--- src/dbs_pkg.sv ---
// Overview of operation
// - One column strobe per bank, addressed bank only
// - All column strobes released at cycle end
// - Static-column parts run page-mode strobes
// - Four write strobes, one per byte lane
// - Parity latch clock pulses on reads
// - Address bits 18 and 19 driven separately
// - Refresh runs a row-strobe-only cycle
// - Refresh also starts channel memory read
// - Ready after refresh and channel read done
// - Direction low reads, high writes
// - Lane enables follow active byte enables
// - Address latch strobe captures cycle address
// - Page mode keeps row strobe within row
// - Normal mode precharges row strobe every access
// - Select low row, high column
package dbs_pkg;
   localparam int NUM_BANKS = 4;
   localparam int NUM_LANES = 4;
   localparam int ROW_BITS = 10;
   localparam int CLOCK_NS = 100;
   // Row strobe precharge time and derived cycles, rounded up
   localparam int PRECHARGE_NS = 200;
   localparam int PRECHARGE_CYC = (PRECHARGE_NS + CLOCK_NS - 1) / CLOCK_NS;
   // Row-to-column address hold, rounded up
   localparam int ROW_HOLD_NS = 100;
   localparam int ROW_HOLD_CYC = (ROW_HOLD_NS + CLOCK_NS - 1) / CLOCK_NS;
   // Column strobe active width, rounded up
   localparam int CAS_WIDTH_NS = 200;
   localparam int CAS_WIDTH_CYC = (CAS_WIDTH_NS + CLOCK_NS - 1) / CLOCK_NS;
   localparam int CNT_W = 4;
   localparam logic [CNT_W-1:0] CNT_ZERO = 4'h0;
   localparam logic [NUM_BANKS-1:0] STROBES_IDLE = 4'h0;
   localparam logic [ROW_BITS-1:0] ROW_RESET = 10'h000;
   typedef enum logic [2:0] {
      ST_IDLE, ST_PRECHARGE, ST_ROW, ST_COLUMN, ST_DONE, ST_REFRESH
   } dbs_state_e;
endpackage

--- src/dbs_bank_decode.sv ---
`timescale 1ns/100ps
// One-hot bank strobe from the bank number
module dbs_bank_decode #(
   parameter int BANKS = dbs_pkg::NUM_BANKS
) (
   input wire logic [1:0] i_bank,
   input wire logic i_enable,
   output logic [BANKS-1:0] o_onehot
);
   // Only the addressed bank gets a strobe
   always_comb begin
      o_onehot = '0;
      if (i_enable) begin
         o_onehot[i_bank] = 1'b1;
      end
   end
endmodule // dbs_bank_decode

--- src/dbs_delay_count.sv ---
`timescale 1ns/100ps
// Loadable down counter for the strobe timing phases
module dbs_delay_count #(
   parameter int W = dbs_pkg::CNT_W
) (
   input wire logic i_clock,
   input wire logic i_rst,
   input wire logic i_load,
   input wire logic [W-1:0] i_value,
   output logic o_zero
);
   logic [W-1:0] count_reg;
   // Load wins over counting so a new phase always starts cleanly
   always_ff @(posedge i_clock) begin
      if (i_rst) begin
         count_reg <= '0;
      end else if (i_load) begin
         count_reg <= i_value;
      end else if (count_reg != '0) begin
         count_reg <= count_reg - 1'b1;
      end
   end
   // Plain compare: the load is decoded from this flag, so it must not look back at the load
   assign o_zero = (count_reg == '0);
endmodule // dbs_delay_count

--- src/dbs_strobe_control.sv ---
`timescale 1ns/100ps
// DRAM-side strobes, buffer controls and refresh sequencing
module dbs_strobe_control (
   input wire logic i_clock,
   input wire logic i_rst,
   input wire logic i_cycle_start,
   input wire logic i_write,
   input wire logic [3:0] i_byte_enable,
   input wire logic [1:0] i_bank,
   input wire logic [9:0] i_row,
   input wire logic i_addr_18,
   input wire logic i_addr_19,
   input wire logic i_page_mode,
   input wire logic i_refresh,
   input wire logic i_channel_done,
   output logic o_ras,
   output logic [3:0] o_cas,
   output logic [3:0] o_dram_byte_write,
   output logic o_parity_latch_clock,
   output logic o_split_addr_bit_lo,
   output logic o_split_addr_bit_hi,
   output logic o_row_col_select,
   output logic o_dram_buffer_direction,
   output logic [3:0] o_dram_lane_enable,
   output logic o_memory_address_latch_strobe,
   output logic o_channel_read_start,
   output logic o_ready
);
   dbs_pkg::dbs_state_e state_reg;
   logic refresh_s1_reg;
   logic refresh_s2_reg;
   logic refresh_prev_reg;
   logic chan_s1_reg;
   logic chan_s2_reg;
   logic write_reg;
   logic [3:0] be_reg;
   logic [1:0] bank_reg;
   logic [9:0] open_row_reg;
   logic row_open_reg;
   logic refresh_dram_done_reg;
   logic chan_done_reg;
   logic timer_load;
   logic [dbs_pkg::CNT_W-1:0] timer_value;
   logic timer_zero;
   logic cas_enable;
   logic [3:0] cas_onehot;
   logic refresh_rise;
   logic page_hit;

   // Refresh and channel completion come from other chips: two flops each
   always_ff @(posedge i_clock) begin
      if (i_rst) begin
         refresh_s1_reg <= 1'b0;
         refresh_s2_reg <= 1'b0;
         refresh_prev_reg <= 1'b0;
         chan_s1_reg <= 1'b0;
         chan_s2_reg <= 1'b0;
      end else begin
         refresh_s1_reg <= i_refresh;
         refresh_s2_reg <= refresh_s1_reg;
         if (state_reg == dbs_pkg::ST_IDLE || !refresh_s2_reg) begin // Pending until idle
            refresh_prev_reg <= refresh_s2_reg;
         end
         chan_s1_reg <= i_channel_done;
         chan_s2_reg <= chan_s1_reg;
      end
   end
   assign refresh_rise = refresh_s2_reg && !refresh_prev_reg;
   assign page_hit = i_page_mode && row_open_reg && (open_row_reg == i_row);

   dbs_delay_count #(.W(dbs_pkg::CNT_W)) u_timer (
      .i_clock(i_clock),
      .i_rst(i_rst),
      .i_load(timer_load),
      .i_value(timer_value),
      .o_zero(timer_zero)
   );

   // Phase timer reloads on entry to each timed state; column and done load nothing
   always_comb begin
      timer_load = 1'b0;
      timer_value = dbs_pkg::CNT_ZERO;
      unique case (state_reg)
         dbs_pkg::ST_IDLE: begin
            if (refresh_rise || (i_cycle_start && !page_hit)) begin
               timer_load = 1'b1;
               timer_value = dbs_pkg::CNT_W'(dbs_pkg::PRECHARGE_CYC);
            end else if (i_cycle_start) begin
               timer_load = 1'b1;
               timer_value = dbs_pkg::CNT_W'(dbs_pkg::CAS_WIDTH_CYC);
            end
         end
         dbs_pkg::ST_PRECHARGE: begin
            if (timer_zero) begin
               timer_load = 1'b1;
               timer_value = dbs_pkg::CNT_W'(dbs_pkg::ROW_HOLD_CYC);
            end
         end
         dbs_pkg::ST_ROW: begin
            if (timer_zero) begin
               timer_load = 1'b1;
               timer_value = dbs_pkg::CNT_W'(dbs_pkg::CAS_WIDTH_CYC);
            end
         end
         dbs_pkg::ST_REFRESH: begin
            if (!refresh_dram_done_reg) begin
               timer_load = (state_reg == dbs_pkg::ST_REFRESH) && timer_zero && !o_ras;
               timer_value = dbs_pkg::CNT_W'(dbs_pkg::CAS_WIDTH_CYC);
            end
         end
         dbs_pkg::ST_COLUMN, dbs_pkg::ST_DONE: begin
         end
      endcase
   end

   // Cycle sequencer; refresh takes priority over a processor cycle
   always_ff @(posedge i_clock) begin
      if (i_rst) begin
         state_reg <= dbs_pkg::ST_IDLE;
      end else begin
         unique case (state_reg)
            dbs_pkg::ST_IDLE: begin
               if (refresh_rise) begin
                  state_reg <= dbs_pkg::ST_REFRESH;
               end else if (i_cycle_start && page_hit) begin
                  state_reg <= dbs_pkg::ST_COLUMN;
               end else if (i_cycle_start) begin
                  state_reg <= dbs_pkg::ST_PRECHARGE;
               end
            end
            dbs_pkg::ST_PRECHARGE: if (timer_zero) state_reg <= dbs_pkg::ST_ROW;
            dbs_pkg::ST_ROW: if (timer_zero) state_reg <= dbs_pkg::ST_COLUMN;
            dbs_pkg::ST_COLUMN: if (timer_zero) state_reg <= dbs_pkg::ST_DONE;
            dbs_pkg::ST_DONE: state_reg <= dbs_pkg::ST_IDLE;
            dbs_pkg::ST_REFRESH: begin
               if (refresh_dram_done_reg && chan_done_reg) begin
                  state_reg <= dbs_pkg::ST_DONE;
               end
            end
         endcase
      end
   end

   // Captured cycle attributes stand for the whole access
   always_ff @(posedge i_clock) begin
      if (i_rst) begin
         write_reg <= 1'b0;
         be_reg <= 4'h0;
         bank_reg <= 2'h0;
      end else if (state_reg == dbs_pkg::ST_IDLE && i_cycle_start && !refresh_rise) begin
         write_reg <= i_write;
         be_reg <= i_byte_enable;
         bank_reg <= i_bank;
      end
   end

   // Open row tracking; refresh and normal mode both close the page
   always_ff @(posedge i_clock) begin
      if (i_rst) begin
         open_row_reg <= dbs_pkg::ROW_RESET;
         row_open_reg <= 1'b0;
      end else if (state_reg == dbs_pkg::ST_REFRESH) begin
         row_open_reg <= 1'b0;
      end else if (state_reg == dbs_pkg::ST_ROW && timer_zero) begin
         open_row_reg <= i_row;
         row_open_reg <= i_page_mode;
      end else if (state_reg == dbs_pkg::ST_DONE && !i_page_mode) begin
         row_open_reg <= 1'b0;
      end
   end

   // Row strobe: dropped for precharge, else held while a page stays open
   always_ff @(posedge i_clock) begin
      if (i_rst) begin
         o_ras <= 1'b0;
      end else if (state_reg == dbs_pkg::ST_IDLE && (refresh_rise || (i_cycle_start && !page_hit))) begin
         o_ras <= 1'b0;
      end else if (state_reg == dbs_pkg::ST_PRECHARGE && timer_zero) begin
         o_ras <= 1'b1;
      end else if (state_reg == dbs_pkg::ST_REFRESH && timer_zero && !refresh_dram_done_reg) begin
         o_ras <= !o_ras;
      end else if (state_reg == dbs_pkg::ST_DONE) begin
         o_ras <= row_open_reg && i_page_mode;
      end
   end

   // Refresh completion flags; the channel done event is held once seen
   always_ff @(posedge i_clock) begin
      if (i_rst) begin
         refresh_dram_done_reg <= 1'b0;
         chan_done_reg <= 1'b0;
      end else if (state_reg != dbs_pkg::ST_REFRESH) begin
         refresh_dram_done_reg <= 1'b0;
         chan_done_reg <= 1'b0;
      end else begin
         if (o_ras && timer_zero) begin
            refresh_dram_done_reg <= 1'b1;
         end
         if (chan_s2_reg) begin
            chan_done_reg <= 1'b1;
         end
      end
   end

   // Column strobes exist only in the column phase; static-column parts see the same
   assign cas_enable = (state_reg == dbs_pkg::ST_COLUMN);
   dbs_bank_decode #(.BANKS(dbs_pkg::NUM_BANKS)) u_decode (
      .i_bank(bank_reg),
      .i_enable(cas_enable),
      .o_onehot(cas_onehot)
   );

   // Registered DRAM strobes, all released when the cycle ends
   always_ff @(posedge i_clock) begin
      if (i_rst) begin
         o_cas <= dbs_pkg::STROBES_IDLE;
         o_dram_byte_write <= 4'h0;
      end else begin
         o_cas <= cas_onehot;
         o_dram_byte_write <= (cas_enable && write_reg) ? be_reg : 4'h0;
      end
   end

   // Parity latch clock rises at the end of the read column phase
   always_ff @(posedge i_clock) begin
      if (i_rst) begin
         o_parity_latch_clock <= 1'b0;
      end else begin
         o_parity_latch_clock <= cas_enable && !write_reg && timer_zero;
      end
   end

   // Split address bits and row/column select
   always_ff @(posedge i_clock) begin
      if (i_rst) begin
         o_split_addr_bit_lo <= 1'b0;
         o_split_addr_bit_hi <= 1'b0;
         o_row_col_select <= 1'b0;
      end else begin
         o_split_addr_bit_lo <= i_addr_18;
         o_split_addr_bit_hi <= i_addr_19;
         o_row_col_select <= (state_reg == dbs_pkg::ST_ROW && timer_zero) ||
            (state_reg == dbs_pkg::ST_COLUMN) ||
            (state_reg == dbs_pkg::ST_IDLE && i_cycle_start && page_hit);
      end
   end

   // Direction is set at cycle capture, lanes open one cycle into the column phase
   always_ff @(posedge i_clock) begin
      if (i_rst) begin
         o_dram_buffer_direction <= 1'b0;
         o_dram_lane_enable <= 4'h0;
      end else begin
         if (state_reg == dbs_pkg::ST_IDLE && i_cycle_start && !refresh_rise) begin
            o_dram_buffer_direction <= i_write;
         end
         o_dram_lane_enable <= (state_reg == dbs_pkg::ST_COLUMN) ? be_reg : 4'h0;
      end
   end

   // Latch strobe, channel read kick and ready pulses
   always_ff @(posedge i_clock) begin
      if (i_rst) begin
         o_memory_address_latch_strobe <= 1'b0;
         o_channel_read_start <= 1'b0;
         o_ready <= 1'b0;
      end else begin
         o_memory_address_latch_strobe <= state_reg == dbs_pkg::ST_IDLE && i_cycle_start;
         o_channel_read_start <= state_reg == dbs_pkg::ST_IDLE && refresh_rise;
         o_ready <= state_reg == dbs_pkg::ST_DONE;
      end
   end

   AST_CAS_ONEHOT: assert property (@(posedge i_clock) disable iff (i_rst)
      $countones(o_cas) <= 1) else $error("More than one column strobe");
   AST_CAS_IDLE: assert property (@(posedge i_clock) disable iff (i_rst)
      state_reg == dbs_pkg::ST_DONE |=> o_cas == 4'h0) else $error("Strobe held after cycle");
   AST_WR_LANES: assert property (@(posedge i_clock) disable iff (i_rst)
      o_dram_byte_write != 4'h0 |-> o_dram_buffer_direction) else $error("Write on read");
   AST_PAR_READ: assert property (@(posedge i_clock) disable iff (i_rst)
      o_parity_latch_clock |-> !write_reg) else $error("Parity clock on write");
   AST_SPLIT: assert property (@(posedge i_clock) disable iff (i_rst)
      ##1 o_split_addr_bit_hi == $past(i_addr_19)) else $error("Split bit wrong");
   AST_REF_NOCAS: assert property (@(posedge i_clock) disable iff (i_rst)
      state_reg == dbs_pkg::ST_REFRESH |=> o_cas == 4'h0) else $error("Column strobe in refresh");
   AST_REF_CHAN: assert property (@(posedge i_clock) disable iff (i_rst)
      state_reg == dbs_pkg::ST_IDLE && refresh_rise |=> o_channel_read_start)
      else $error("No channel read");
   AST_REF_READY: assert property (@(posedge i_clock) disable iff (i_rst)
      $rose(o_ready) && $past(state_reg, 2) == dbs_pkg::ST_REFRESH |-> $past(chan_done_reg, 2))
      else $error("Ready before channel done");
   AST_LANE_DIR: assert property (@(posedge i_clock) disable iff (i_rst)
      $rose(o_dram_lane_enable != 4'h0) |-> $stable(o_dram_buffer_direction))
      else $error("Direction moved with lanes");

   // Lane, precharge, row strobe and address select guards
   AST_LANE_BE: assert property (@(posedge i_clock) disable iff (i_rst)
      (o_dram_lane_enable & ~be_reg) == 4'h0) else $error("Lane without byte enable");
   AST_PRECHARGE_LOW: assert property (@(posedge i_clock) disable iff (i_rst)
      state_reg == dbs_pkg::ST_PRECHARGE |-> !o_ras) else $error("No precharge");
   AST_ROW_SELECT: assert property (@(posedge i_clock) disable iff (i_rst)
      $rose(o_ras) |-> !o_row_col_select) else $error("Select high at row strobe");
   AST_CAS_SELECT: assert property (@(posedge i_clock) disable iff (i_rst)
      o_cas != 4'h0 |-> o_row_col_select) else $error("Strobe without column");
endmodule // dbs_strobe_control

--- config.mk ---
export PLATFORM = sky130hd
export DESIGN_NAME = dbs_strobe_control
export DESIGN_NICKNAME = d
export VERILOG_FILES = /design/src/dbs_pkg.sv /design/src/dbs_bank_decode.sv /design/src/dbs_delay_count.sv /design/src/dbs_strobe_control.sv
export SDC_FILE = /design/constraint.sdc
export NUM_CORES = 1
export LEC_CHECK = 0
export ABC_AREA = 1
export BUFFER_PORTS_ARGS = -buffer_cell sky130_fd_sc_hd__buf_2
export CAP_MARGIN = 40
export CORE_ASPECT_RATIO = 0.7
export CORE_MARGIN = 1
export CORE_UTILIZATION = 34
export CTS_CLUSTER_SIZE = 14
export DETAILED_ROUTE_END_ITERATION = 10
export MAX_ROUTING_LAYER = met4
export PLACE_DENSITY_LB_ADDON = 0.2
export SLEW_MARGIN = 10
export SYNTH_ARGS = -nofsm -noshare
export SYNTH_HDL_FRONTEND = slang
export SYNTH_SLANG_ARGS = --single-unit
export TNS_END_PERCENT = 30
--- constraint.sdc ---
create_clock -name i_clock -period 2.6 [get_ports i_clock]
set_input_delay 0.26 -clock i_clock [delete_from_list [all_inputs] [get_ports i_clock]]
set_output_delay 0.26 -clock i_clock [all_outputs]
set_load 0.03 [all_outputs]
After elaboration in Yosys (flattened, before gate mapping)
Index checks and enable logic that the tools add are counted.
- mux-type cells: 28
- bitwise logic cells: 3
- order comparisons: 2
- reductions and logical operators: 48
- add/subtract/negate cells: 1
- eq/ne operators: 12
- operators by type and width (cell ; count):
    1-bit logical AND ; 22
    3-bit 2-to-1 mux ; 7
    3-bit one-hot mux with 6 select lines ; 1
    2-bit OR reduction ; 6
    1-bit 2-to-1 mux ; 11
    10-bit == test ; 1
    1-bit zero test ; 8
    2-bit 2-to-1 mux ; 4
    4-bit 2-to-1 mux ; 2
    2-bit one-hot mux with 4 select lines ; 1
    3-bit by 2-bit == test with 1-bit output, second input constant ; 2
    3-bit == test, second input constant ; 2
    2-bit != test, second input constant ; 3
    5-bit AND reduction ; 1
    4-bit zero test ; 1
    1-bit logical OR ; 4
    4-bit != test, second input constant ; 1
    2-bit nonzero test ; 2
    4-bit nonzero test ; 1
    4-bit by 1-bit subtractor with 4-bit output, second input constant ; 1
    3-bit by 1-bit == test with 1-bit output, second input constant ; 1
    3-bit zero test ; 1
    2-bit by 3-bit less-than comparator with 1-bit output, second input constant ; 1
    3-bit != test, second input constant ; 1
    other kinds (7) ; 9
- output and inout bits: 21
- logic and storage cells: 119
- flip-flop bits (word level): 52

Depth between registers and ports, before layout
- word-level depth: 8
- gate-level depth with buffers: 10

Cells and area by module
Synthesis repeated with hierarchy kept, for this count alone.
- cell total of the unflattened synthesis: 328
- area total of the unflattened synthesis: 2304.7 um2
- by module, submodules not included (module ; seq. area each (um2) ; cells an instance ; times used ; area each (um2)):
    dbs_strobe_control ; 960.9 ; 280 ; 1 ; 2026.9
    dbs_delay_count ; 80.1 ; 40 ; 1 ; 247.7
    dbs_bank_decode ; 0.0 ; 8 ; 1 ; 30.0

Worst setup path after synthesis
No wires, ideal clock.
- path type: register -> register
- start: register u_timer.count_reg[0]
- end: register u_timer.count_reg[1]
- clock period less this slack: 1.343 ns
- stages on the path, launching flop included: 10
- arrival: 1.273 ns
- setup slack: 1.257 ns
- required time: 2.530 ns
- cell sequence: dfxtp_1 inv_1 ha_1 nand2_2 inv_2 buf_6 or2_0 nand3_1 nand2_1 a21oi_1
- cells in the longest elaborated chain, start to end: 6
- elaborated cells between the ends (all ways): 13
- classes of those cells: add/sub: 1; mux: 7; reduce/logical: 5
- RTL lines (item ; line ; source):
    start: declaration ; dbs_delay_count.sv:12 ; logic [W-1:0] count_reg;
    start signal: assignment ; dbs_delay_count.sv:18 ; count_reg <= i_value;
    start signal: assignment ; dbs_delay_count.sv:20 ; count_reg <= count_reg - 1'b1;
    4-bit zero test ; dbs_delay_count.sv:24 ; assign o_zero = (count_reg == '0);
    1-bit logical AND (2 in series) ; dbs_strobe_control.sv:107 ; timer_load = (state_reg == dbs_pkg::ST_REFRESH) && timer_zero && !o_ras;
    1-bit 2-to-1 mux ; dbs_strobe_control.sv:106 ; if (!refresh_dram_done_reg) begin
    1-bit one-hot mux with 3 select lines ; dbs_strobe_control.sv:83 ; unique case (state_reg)
    4-bit 2-to-1 mux / 2-bit nonzero test (equally long branches) ; - ;
Parallel ways exist; a longest one is shown, timed or not. The select of a mux whose other input is x is not followed.
A chain may end at the register's enable or synchronous reset.

Worst setup path in the final report
- start: register u_timer.count_reg[0]
- end: register row_open_reg
- cells in the longest elaborated chain, start to end: 3
- elaborated cells between the ends (all ways): 4
- classes of those cells: mux: 1; reduce/logical: 3
- RTL lines (item ; line ; source):
    4-bit zero test * ; dbs_delay_count.sv:24 ;
    1-bit logical AND * ; dbs_strobe_control.sv:164 ; end else if (state_reg == dbs_pkg::ST_ROW && timer_zero) begin
    1-bit 2-to-1 mux / 2-bit nonzero test (equally long branches) ; - ;
    end signal: assignment ; dbs_strobe_control.sv:166 ; row_open_reg <= i_page_mode;
    end: declaration ; dbs_strobe_control.sv:39 ; logic row_open_reg;
Mark *: on every way between the ends. The rest lies on a longest branch, timed or not.

==> flow_summary.yaml <==
status:
  status: "finished with violations"
  violations: "DRC"
placement:
  dp_cells: 402
  placement.io_buffers: 45
  hpwl_um: 3370
  post_dp_cell_area_um2: 2460
  gp_congestion: 0.860
worst_setup_path:
  cpMostUsedCell: "inv_2"
  crit_arrival_ns: 2.11
  cp_max_fo: 13
  endpoint_kind: "flop"
  r2r_cells: 8
  path_class: "reg2reg"
  critPathSlowestCell: "nand2_1"
  critical_path.max_stage_delay_ns: 0.34
  cp-start-kind: "flop"
  crit_required_ns: 2.82
  r2r_slack_ns: 0.71
  cp_cell_sequence: "inv_1, ha_1, nand2_2, inv_2, nand2_1, inv_2, nor2_1, nor4_2"
timing:
  hold_viol_final: 0
  setup-tns-final_ns: 0
  fmax_mhz: 530
  fin_crit_sh_pct: 72.6
  fin_crit_ns: 1.89
  slew_headroom_pct: 68.1
  setup_viol: 0
  fin_skew_ns: 0.00784
  tightest_slew_ns: 0.478
  rsz0062_at_grt: "false"
  slew_viol_final: 0
cts:
  insertion_delay_ns: 0.31
  postCtsHoldBufs: 0
  path_clk_slew_ns: 0.10
  post_cts_buffers: 0
  cts.sinks: 52
  cts_buffers: 5
  post_cts_resized: 0
  cts_tree: "built"
  ctsRootBufferMaster: "clkbuf_8"
  clockBufferDepth: 2
  htree_levels: 2
layout:
  stdcell_area_um2: 2560
  drive_above_1_share_pct: 23.2
  fin_nets: 358
  final_core_util_pct: 41.0
  layout_commonest_cell: "dfxtp_1"
  final_cell_mix: "dfxtp_1, nor2_1, buf_2"
  antennaDiodeCount: 0
  area_growth_pct: 16.6
  largest_reg_flops: 10
  layout.cells.non_filler: 410
pwr:
  p_leak_nw: 1.19
  power_mw: 2.44
  powerDensity_nw_per_um2: 951
  ir_worst_vdd_v: 0.000294
global_routing:
  grt.total_usage_pct: 14.8
  grt_pass1_wl_um: 7780
  grt_pass1_vias: 1694
  antenna_found_initial: 0
  grt_max_degree: 19
  grt_remaining_overflow: 0
synth:
  synth_xor_area_share_pct: 1.59
  synthMuxAreaShare_pct: 0
  ys_seq_elements: 52
  synth_fa_ha_area_share_pct: 1.14
  synth_top_family_by_area: "simple AND/OR/NAND/NOR gates"
  syn_area_um2: 2200
  synth_top_flop_cell: "dfxtp_1"
  synth_compound_area_share_pct: 10.4
  yosysSeqAreaShare_pct: 47.4
  avgSynthCellArea_um2: 7.66
  synth_enable_flop_cells: 0
  postSynthCellCount: 287
  synth_nets: 314
  synthDistinctLibCells: 31
  synth_simple_gate_area_share_pct: 29.0
  yosysWarnings: 0
  ys_async_sr_fraction_pct: 0
drt:
  vias_per_cell: 4.48
  drc_errors: 2
  drt-initial-drc-count: 65
  vias: 1837
  final_antenna_net_count: 0
  wl_per_cell_um: 11.0
  wirelength_um: 4530
  drt-pass1-iter-count: 7
hold_path:
  hold_class: "in2reg"
  hold_depth: 3
floorplan:
  die_area_um2: 6790
  num_io_pins: 46
  die_w_um: 98.1
  core_um2: 6250
  fp.dieH_um: 69.3
  start_util_pct: 35.2
  row_count: 24
run:
  cap_violations: 0
power breakdown:
group	internal [mW]	total, mW	switching (mW)
Combinational	0.320	0.915	0.595
Sequential	0.934	1.03	0.100
Clock	0.198	0.485	0.287
Total	1.45	2.44	0.983
layer usage:
| layer | up-vias | GRT usage [%] | share of wire, % | wire length [µm] |
|---|---|---|---|---|
| met3 | 2 | 3.63 | 4.7 | 211 |
| met4 | 0 | 4.04 | 0.53 | 24 |
| met1 | 807 | 20.5 | 53 | 2380 |
| li1 | 988 | - | - | - |
| met5 | - | - | 0 | 0 |
| met2 | 40 | 21.4 | 42 | 1910 |
Yosys cell counts (all sizes together) (3+ instances only):
cell,number,area share [%]
nor2,56,12
nor3,8,2.0
nor4,3,1.7
dfxtp,52,47
inv,45,7.7
o21ai,21,5.0
buf,7,2.5
nand4,3,0.85
a21oi,21,4.8
xnor2,4,1.6
nand3,15,4.1
nand2,44,8.1
final timing paths:
| path | from | endpoint |
|---|---|---|
| min reg2reg | chan_s1_reg$_SDFF_PP0_ | chan_s2_reg$_SDFF_PP0_ |
| max | u_timer.count_reg[0]$_SDFFE_PP0P_ | row_open_reg$_SDFFE_PP0P_ |
| min | i_channel_done | chan_s1_reg$_SDFF_PP0_ |
| max reg2reg | u_timer.count_reg[0]$_SDFFE_PP0P_ | row_open_reg$_SDFFE_PP0P_ |
area by class of cell:
class	count	area, µm²
inverters	45	169
fillers	653	3680
clock inverters	3	27.5
well taps	78	97.6
clock buffers	5	68.8
repair buffers	46	233
multi-input cells	181	925
flip-flops and latches	52	1040
through the flow:
stage          hold WS (ns)  worst slack, ns
2_1_floorplan         0.367             1.26
3_3_place_gp          0.392            0.834
3_5_place_dp          0.398            0.755
6_report              0.147            0.713
4_1_cts               0.138            0.730
5_1_grt               0.137            0.539
worst max-delay path, delay by kind of cell (launching register included):
| family | cells | cell delay [ns] |
|---|---|---|
| flops | 1 | 0.33 |
| fa+ha+maj | 1 | 0.16 |
| buf+inv | 3 | 0.58 |
| simple gates | 4 | 0.72 |
cells by family (layout without fill, tap and decap cells):
family | Yosys count | after routing
adder cells (fa/ha/maj) | 2 | 2
XOR/XNOR | 4 | 4
AO/OA/AOI/OAI | 44 | 44
flip-flops | 52 | 52
buffers and inverters | 54 | 99
AND/OR/NAND/NOR | 131 | 131
(Power assumes the default switching activity.)
